File: src/fwl_cfg_pkg.sv
package fwl_cfg_pkg;

   // Byte offsets inside the configuration space
   localparam logic [7:0] OFS_CACHE_LINE_BYTES = 8'h0c;
   localparam logic [7:0] OFS_BUS_LATENCY_COUNT = 8'h0d;
   localparam logic [7:0] OFS_HEADER_LAYOUT_TYPE = 8'h0e;
   localparam logic [7:0] OFS_SELF_TEST_CODE = 8'h0f;
   localparam logic [7:0] OFS_IO_WINDOW_BASE = 8'h10;
   localparam logic [7:0] OFS_BOARD_MAKER_IDENT = 8'h2c;
   localparam logic [7:0] OFS_BOARD_MODEL_IDENT = 8'h2e;
   localparam logic [7:0] OFS_CAPABILITY_LIST_START = 8'h34;
   localparam logic [7:0] OFS_IRQ_ROUTING_LINE = 8'h3c;
   localparam logic [7:0] OFS_IRQ_REQUEST_PIN = 8'h3d;
   localparam logic [7:0] OFS_BURST_PERIOD_NEED = 8'h3e;
   localparam logic [7:0] OFS_ACCESS_INTERVAL_NEED = 8'h3f;
   localparam logic [7:0] OFS_BOARD_IDENT_ALIAS = 8'hf8;

   // First and last byte of the header range this block owns
   localparam logic [7:0] OFS_RANGE_FIRST = 8'h0c;
   localparam logic [7:0] OFS_RANGE_LAST = 8'h3f;

   // Fixed read values
   localparam logic [7:0] VAL_CACHE_LINE_BYTES = 8'h00;
   localparam logic [7:0] VAL_BUS_LATENCY_COUNT = 8'h00;
   localparam logic [7:0] VAL_HEADER_LAYOUT_TYPE = 8'h80;
   localparam logic [7:0] VAL_SELF_TEST_CODE = 8'h00;
   localparam logic [7:0] VAL_CAPABILITY_LIST_START = 8'h44;
   localparam logic [7:0] VAL_IRQ_ROUTING_LINE = 8'h00;
   localparam logic [7:0] VAL_IRQ_REQUEST_PIN = 8'h00;
   localparam logic [7:0] VAL_BURST_PERIOD_NEED = 8'h00;
   localparam logic [7:0] VAL_ACCESS_INTERVAL_NEED = 8'h00;

   // Window base layout and reset
   localparam logic [31:0] RST_IO_WINDOW_BASE = 32'h0000_0001;
   localparam logic [31:0] MASK_IO_WINDOW_BASE = 32'hffff_fffc;
   localparam int POS_IO_INDICATOR = 0;
   localparam int POS_UNUSED_BIT = 1;

   // Board identity words, maker in the low half
   localparam logic [31:0] RST_BOARD_IDENT = 32'h0000_0000;
   localparam logic [31:0] MASK_BOARD_IDENT = 32'hffff_ffff;

   // Answer latency of the configuration port in clock cycles
   localparam int CFG_ANSWER_CYCLES = 1;

   typedef enum logic [1:0]
   {
      ST_IDLE = 2'b01,
      ST_REPLY = 2'b10
   } fwl_state_type;

endpackage

File: src/fwl_cfg_header.sv
`timescale 1ns/1ps

module fwl_cfg_header
   import fwl_cfg_pkg::*;
(
   // Clock and reset
   input wire logic core_clk,
   input wire logic rstn,
   // Configuration access from the host
   input wire logic cfg_req,
   input wire logic cfg_wr,
   input wire logic [7:0] cfg_addr,
   input wire logic [3:0] cfg_be,
   input wire logic [31:0] cfg_wdata,
   output logic cfg_ack,
   output logic cfg_hit,
   output logic [31:0] cfg_rdata,
   // Identity preload from the serial EEPROM
   input wire logic ee_load,
   input wire logic [15:0] ee_board_maker,
   input wire logic [15:0] ee_board_model,
   // Values used by the rest of the function
   output logic [31:0] io_window_base,
   output logic [15:0] board_maker_ident,
   output logic [15:0] board_model_ident
);

   ////////////////////////////////////////////////////////////////////////////////
   // Request handling

   fwl_state_type state_reg;
   fwl_state_type state_next;
   logic take;
   logic [5:0] take_idx;
   logic ack_reg;
   logic ack_next;
   logic hit_reg;
   logic hit_next;
   logic [31:0] rdata_reg;
   logic [31:0] rdata_next;
   logic [5:0] last_idx_reg;
   logic [5:0] last_idx_next;
   logic last_wr_reg;
   logic last_wr_next;

   // One request at a time; anything arriving in the reply cycle is dropped
   assign take = cfg_req && (state_reg == ST_IDLE);
   assign take_idx = cfg_addr[7:2];

   always_comb
   begin
      state_next = state_reg;
      case (state_reg)
         ST_IDLE:
         begin
            if (cfg_req)
            begin
               state_next = ST_REPLY;
            end
         end
         ST_REPLY:
         begin
            state_next = ST_IDLE;
         end
         default:
         begin
            state_next = ST_IDLE;
         end
      endcase
   end

   ////////////////////////////////////////////////////////////////////////////////
   // Writable storage

   logic [3:0] base_be;
   logic [3:0] ident_be;
   logic [31:0] ident_wdata;
   logic [31:0] base_value;
   logic [31:0] ident_value;
   logic alias_wr;

   // Only the window base and the alias take write data; other bytes just ack
   assign base_be = (take && cfg_wr && (take_idx == OFS_IO_WINDOW_BASE[7:2])) ? cfg_be : 4'h0;
   assign alias_wr = take && cfg_wr && (take_idx == OFS_BOARD_IDENT_ALIAS[7:2]);

   // EEPROM preload wins over a host alias write in the same cycle
   always_comb
   begin
      ident_be = 4'h0;
      ident_wdata = cfg_wdata;
      if (ee_load)
      begin
         ident_be = 4'hf;
         ident_wdata = {ee_board_model, ee_board_maker};
      end
      else if (alias_wr)
      begin
         ident_be = cfg_be;
         ident_wdata = cfg_wdata;
      end
   end

   // Bit 1 and bit 0 are forced by the mask and reset value
   fwl_lane_reg #(
      .BYTES(4),
      .RESET_VALUE(RST_IO_WINDOW_BASE),
      .WRITE_MASK(MASK_IO_WINDOW_BASE)
   ) u_base (
      .core_clk(core_clk),
      .rstn(rstn),
      .wr_be(base_be),
      .wr_data(cfg_wdata),
      .value(base_value)
   );

   fwl_lane_reg #(
      .BYTES(4),
      .RESET_VALUE(RST_BOARD_IDENT),
      .WRITE_MASK(MASK_BOARD_IDENT)
   ) u_ident (
      .core_clk(core_clk),
      .rstn(rstn),
      .wr_be(ident_be),
      .wr_data(ident_wdata),
      .value(ident_value)
   );

   ////////////////////////////////////////////////////////////////////////////////
   // Read decode and answer

   always_comb
   begin
      ack_next = take;
      last_idx_next = take ? take_idx : last_idx_reg;
      last_wr_next = take ? cfg_wr : last_wr_reg;
      hit_next = 1'b0;
      rdata_next = rdata_reg;
      if (take)
      begin
         hit_next = 1'b1;
         rdata_next = 32'h0000_0000;
         if (take_idx == OFS_CACHE_LINE_BYTES[7:2])
         begin
            rdata_next = {VAL_SELF_TEST_CODE, VAL_HEADER_LAYOUT_TYPE,
                          VAL_BUS_LATENCY_COUNT, VAL_CACHE_LINE_BYTES};
         end
         else if (take_idx == OFS_IO_WINDOW_BASE[7:2])
         begin
            rdata_next = base_value;
         end
         else if (take_idx == OFS_BOARD_MAKER_IDENT[7:2])
         begin
            rdata_next = ident_value;
         end
         else if (take_idx == OFS_CAPABILITY_LIST_START[7:2])
         begin
            rdata_next = {24'h00_0000, VAL_CAPABILITY_LIST_START};
         end
         else if (take_idx == OFS_IRQ_ROUTING_LINE[7:2])
         begin
            rdata_next = {VAL_ACCESS_INTERVAL_NEED, VAL_BURST_PERIOD_NEED,
                          VAL_IRQ_REQUEST_PIN, VAL_IRQ_ROUTING_LINE};
         end
         else if (take_idx == OFS_BOARD_IDENT_ALIAS[7:2])
         begin
            rdata_next = ident_value;
         end
         else if ((take_idx < OFS_RANGE_FIRST[7:2]) || (take_idx > OFS_RANGE_LAST[7:2]))
         begin
            // Outside this block: another part of the header answers
            hit_next = 1'b0;
         end
         // Unused dwords inside the range read zero
      end
   end

   always_ff @(posedge core_clk or negedge rstn)
   begin
      if (!rstn)
      begin
         state_reg <= ST_IDLE;
         ack_reg <= 1'b0;
         hit_reg <= 1'b0;
         rdata_reg <= 32'h0000_0000;
         last_idx_reg <= 6'h00;
         last_wr_reg <= 1'b0;
      end
      else
      begin
         state_reg <= state_next;
         ack_reg <= ack_next;
         hit_reg <= hit_next;
         rdata_reg <= rdata_next;
         last_idx_reg <= last_idx_next;
         last_wr_reg <= last_wr_next;
      end
   end

   assign cfg_ack = ack_reg;
   assign cfg_hit = hit_reg;
   assign cfg_rdata = rdata_reg;
   assign io_window_base = base_value;
   assign board_maker_ident = ident_value[15:0];
   assign board_model_ident = ident_value[31:16];

   logic rd_done;
   assign rd_done = ack_reg && !last_wr_reg;
endmodule

File: src/fwl_lane_reg.sv
`timescale 1ns/1ps

module fwl_lane_reg
   import fwl_cfg_pkg::*;
#(
   parameter int BYTES = 4,
   parameter logic [8*BYTES-1:0] RESET_VALUE = '0,
   parameter logic [8*BYTES-1:0] WRITE_MASK = '1
)
(
   // Clock and reset
   input wire logic core_clk,
   input wire logic rstn,
   // Byte-lane write
   input wire logic [BYTES-1:0] wr_be,
   input wire logic [8*BYTES-1:0] wr_data,
   // Stored value
   output logic [8*BYTES-1:0] value
);

   logic [8*BYTES-1:0] value_reg;
   logic [8*BYTES-1:0] value_next;

   // Bits outside the mask keep their reset value for good
   always_comb
   begin
      value_next = value_reg;
      for (int i = 0; i < BYTES; i++)
      begin
         if (wr_be[i])
         begin
            value_next[8*i +: 8] = wr_data[8*i +: 8];
         end
      end
      value_next = (value_next & WRITE_MASK) | (RESET_VALUE & ~WRITE_MASK);
   end

   always_ff @(posedge core_clk or negedge rstn)
   begin
      if (!rstn)
      begin
         value_reg <= RESET_VALUE;
      end
      else
      begin
         value_reg <= value_next;
      end
   end

   assign value = value_reg;

endmodule
File: config.mk
export PLATFORM = sky130hd
export DESIGN_NAME = fwl_cfg_header
export DESIGN_NICKNAME = d
export VERILOG_FILES = /design/src/fwl_cfg_pkg.sv /design/src/fwl_cfg_header.sv /design/src/fwl_lane_reg.sv
export SDC_FILE = /design/constraint.sdc
export NUM_CORES = 1
export LEC_CHECK = 0
export ABC_AREA = 1
export BUFFER_PORTS_ARGS = -buffer_cell sky130_fd_sc_hd__buf_2
export CAP_MARGIN = 20
export CORE_ASPECT_RATIO = 0.75
export CORE_MARGIN = 4
export CORE_UTILIZATION = 54
export CTS_CLUSTER_DIAMETER = 30
export CTS_CLUSTER_SIZE = 8
export DETAILED_ROUTE_END_ITERATION = 7
export PLACE_DENSITY_LB_ADDON = 0.2
export SLEW_MARGIN = 20
export SYNTH_ARGS = -nofsm -noshare
export SYNTH_HDL_FRONTEND = slang
export SYNTH_HIERARCHICAL = 1
export SYNTH_SLANG_ARGS = --single-unit
File: constraint.sdc
create_clock -name core_clk -period 5.35 [get_ports core_clk]
set_clock_uncertainty 0.2 [all_clocks]
set_input_delay 0.2675 -clock core_clk [delete_from_list [all_inputs] [get_ports core_clk]]
set_output_delay 0.2675 -clock core_clk [all_outputs]
set_load 0.05 [all_outputs]
* Word level (Yosys, flattened, before mapping)
Cells that the tools add are included.
Widths: inputs -> output; s select.
** Word-level totals
- Register bits after elaboration :: 98
- Logic and storage cells :: 47
- Output and inout bits :: 98
** Operators by class
- Eq/ne operators :: 8
- Reductions and logical operators :: 5
- Muxes and demuxes :: 20
- $lt $le $gt $ge :: 2
** Operator list (count)
- $mux 32 :: 7
- $eq 6x4->1 const B :: 3
- $mux 4 :: 3
- $mux 1 :: 8
- $eq 6x2->1 const B :: 1
- $eq 6x3->1 const B :: 1
- $eq 6x6->1 const B :: 1
- $gt 6x4->1 const B :: 1
- $lt 6x2->1 const B :: 1
- $logic_and 1x1->1 :: 4
- $mux 2 :: 2
- $eq 2x1->1 const B :: 1
- $ne 2x2->1 const B :: 1
- $logic_or 1x1->1 :: 1

* Depth between registers and ports, before layout
- Depth in word-level cells :: 10
- Gate-level depth with buffers :: 9

* Cells and area by module
The synthesis kept the hierarchy.
** By module, submodules not included
- fwl_cfg_header :: cells each 439, area an instance 2673.8 um^2, times used 1
- fwl_lane_reg at u_ident :: cells each 136, area an instance 1221.2 um^2, times used 1
- fwl_lane_reg at u_base :: cells each 131, area an instance 1159.9 um^2, times used 1

* Worst setup path after synthesis
OpenSTA, ideal clock, no wires.
- Kind :: register -> register
- Start :: register state_reg[0]
- End :: register u_base.value_reg[2] (netlist: u_base/value[2])
- Arrival time :: 1647 ps
- Slack :: 3384 ps
- Data required time :: 5031 ps
- Stages on the path, launching flop included :: 9
- Path buffers :: 0
- Cells stage by stage :: dfstp_2 nand2_1 nor2_2 nand2_1 or2_1 nor2_1 inv_2 nand2_1 nand2_1
** Between the ends
- Word-level cells in the longest chain between the ends :: 5
** Ends and longest elaborated chain
- start: declaration :: line fwl_cfg_header.sv:31 : fwl_state_type state_reg;
- start signal: assignment :: line fwl_cfg_header.sv:190 : state_reg <= state_next;
- $eq 2x1->1 :: line fwl_cfg_header.sv:47 : assign take = cfg_req && (state_reg == ST_IDLE);
- $logic_and 1x1->1 :: line fwl_cfg_header.sv:47
- $logic_and 1x1->1 (2 in series) :: line fwl_cfg_header.sv:83 : assign base_be = (take && cfg_wr && (take_idx == OFS_IO_WINDOW_BASE[7:2])) ? cfg_be : 4'h0;
- $mux 4 :: line fwl_cfg_header.sv:83
- net base_be[0] :: line fwl_cfg_header.sv:75 : logic [3:0] base_be;
- end signal: assignment :: line fwl_lane_reg.sv:46 : value_reg <= value_next;
- end: declaration :: line fwl_lane_reg.sv:21 : logic [8*BYTES-1:0] value_reg;
The timed path passes the listed nets, and every way through them passes these cells.
A chain may end at the register's enable or synchronous reset.

* Final worst setup path
- Start :: register state_reg[0]
- End :: register u_base.value_reg[20] (netlist: u_base/value[20])
The elaborated chain is that of the path after synthesis.

==> run_results.csv <==
group,metric,value,unit
synth,syn-num-nets,787,
run_status,status,"completed",
cts,cts-root-buf,"clkbuf_16",
cts,clock_path_buffers,2,
global_route,track_usage,29.46,%
critical_path,setup.worst_path.class,"reg2reg",
finish,area_growth,29.33,%
critical_path,r2r_cells,8,
die,die_h,91.79,um
route,vias,5409,
cts,clock_sinks,98,
synth,synth-simple-area-share,43.76,%
die,dieArea,10990,um2
synth,ys_ff_latch,98,
cts,cts_hold_buf,31,
route,viasPerCell,5.319,
die,chipWidth,119.7,um
sta,hold_ws,0.02536,ns
synth,synth_top_family_by_area,"simple AND/OR/NAND/NOR gates",
cts,cts_buffers,9,
placement,place_congestion,0.8363,
synth,synth_xor_area_share,0.1733,%
cts,ctsHtreeMaxLevel,3,
placement,dp_hpwl,10210,um
sta,final_hold_viol_count,0,
global_route,grt_pass1_wl,26250,um
hold_path,holdPathEnd,"u_ident/value[1]$_DFFE_PN0P_",
critical_path,startpoint_type,"flip-flop",
sta,setup-violations-final,0,
sta,maxSlewViolCount,0,
power_and_ir_drop,finalPower,1917,uW
sta,min_period_over_period,65.50,%
synth,synth_top_area_share,48.02,%
critical_path,cp_max_fo,34,
critical_path,r2r_end,"u_base/value[20]$_DFFE_PN0P_",
job,cap_violations,0,
cts,tritoncts,"done",
global_route,grt_pass1_vias,5416,
global_route,grt_max_degree,66,
power_and_ir_drop,leakagePower,0.003896,uW
cts,cts_resized,0,
synth,ys_types,20,
route,firstDrtPassIters,5,
global_route,overflow,0,
synth,yosys.area.top_type,"dfrtp_1",
cts,worstSkewPairLatency,0.34,ns
route,initialDrtViolationCount,572,
route,postRouteAntennaNets,0,
global_route,antenna_found_initial,0,
sta,fin_crit,3.504,ns
route,route.detailed.drc,0,
sta,rsz0062_at_grt,"false",
die,core_area,9084,um2
hold_path,min_path_type,"in2reg",
finish,nets,965,
critical_path,worstPathRequired,5.37,ns
route,wl_per_cell,15.61,um
synth,synth.area.top_cells,"dfrtp_1 (48%), nand2_1 (29%), nand3_1 (9.2%)",
cts,clk_pin_slew,0.07,ns
synth,synth_warnings,6,
power_and_ir_drop,power.density,293.2,nW/um2
synth,synthAdderAreaFrac,0,%
die,num_rows,30,
die,start_util,55.65,%
finish,antenna_cells,0,
sta,max_slew.worst_pin.slew,1.010,ns
route,routed_wl,15880,um
finish,layout_common_cells,"nand2_1 (390), buf_2 (173), dfrtp_1 (97)",
sta,slew_headroom,32.12,%
placement,numPortBuffers,174,
sta,clock.fmax,0.2854,GHz
critical_path,end_kind,"flip-flop",
synth,seq_area_frac_synth,48.54,%
synth,synthMuxAreaShare,0,%
critical_path,r2r_start,"state_reg[0]$_DFFE_PN1P_",
synth,syn_avg_cell_area,7.160,um2
cts,cts_setup_buffers,0,
power_and_ir_drop,ir_drop,0.1698,mV
critical_path,r2r_slack,1.85,ns
critical_path,crit_arrival,3.53,ns
synth,syn_inst,706,
synth,syn-cell-area,5055,um2
hold_path,hold_depth,5,
synth,synth_compound_area_share,0.8168,%
die,io_pins,179,
finish,drive_above_1_share,24.30,%
finish,layout_commonest_cell,"nand2_1",
sta,setup_tns,0,ns
hold_path,hold_start,"cfg_wdata[1]",
[worst max path at each step]
stage                     cells after the start  slack [ns]                startpoint                       endpoint
after CTS                                     7        1.89  state_reg[0]$_DFFE_PN1P_  u_ident/value[19]$_DFFE_PN0P_
after floorplan                               8        3.38  state_reg[0]$_DFFE_PN1P_    u_base/value[2]$_DFFE_PN0P_
after global routing                          8        1.62  state_reg[0]$_DFFE_PN1P_   u_base/value[24]$_DFFE_PN0P_
after global placement                        7        1.99  state_reg[0]$_DFFE_PN1P_  u_ident/value[21]$_DFFE_PN0P_
after detailed placement                      7        1.92  state_reg[0]$_DFFE_PN1P_  u_ident/value[19]$_DFFE_PN0P_
final                                         8        1.85  state_reg[0]$_DFFE_PN1P_   u_base/value[20]$_DFFE_PN0P_
[per-stage QoR]
stage	util [%]	std cells	setup slack, ns	instance area, um2
finish	71.97	1017	1.846	6538
global route	71.97	1017	1.620	6538
CTS	71.86	1017	1.887	6528
detailed placement	64.93	970	1.916	5898
global placement	64.93	970	1.990	5898
floorplan	-	706	3.384	5055
[Yosys cell counts]
library cell,instances
nand2_1,390
dfrtp_1,97
nand3_1,93
nand4_1,30
buf_2,22
nor2_1,17
clkbuf_1,13
inv_1,10
inv_2,8
buf_6,7
nor2_2,4
o31ai_1,4
buf_4,3
conb_1,2
a31oi_1,1
clkinv_1,1
dfstp_2,1
o21ai_0,1
or2_1,1
xnor2_1,1
[cells by family after synthesis]
logic type | count (synthesis)
AO/OA/AOI/OAI | 6
XOR/XNOR | 1
other | 2
buffers and inverters | 64
flip-flops | 98
AND/OR/NAND/NOR | 535
[worst max-delay path, stage by stage (launching register included)]
cell and delay (ns):
dfstp_2 0.52, nand2_1 0.09, nor2_4 0.72, nand2_1 0.39, or2_1 0.41, nor2_1 0.64, inv_2 0.25, nand2_1 0.12
nand2_1 0.06
[layout make-up]
| type | instances | area (um2) |
|---|---|---|
| Fill cell | 756 | 2546 |
| Sequential cell | 98 | 2454 |
| Multi-Input combinational cell | 544 | 2297 |
| Timing Repair Buffer | 212 | 1236 |
| Clock buffer | 10 | 229.0 |
| Tap cell | 128 | 160.2 |
| Clock inverter | 6 | 90.09 |
| Inverter | 19 | 71.32 |
[where the power goes]
part / internal (uW) / switching (uW) / total [uW]
sequential: 783 / 40.8 / 824
clock: 412 / 283 / 695
combinational: 99.1 / 300 / 399
total: 1290 / 623 / 1920
[layer usage]
metal	wire, um	vias to the layer above	GRT usage (%)	part of all wire (%)
met2	7534	292	47.93	47
met3	1497	22	6.535	9.4
li1	-	2591	-	-
met4	230	0	9.056	1.4
met1	6613	2504	39.69	42
met5	0	-	0	0
Power figures use the tool's default switching activity.
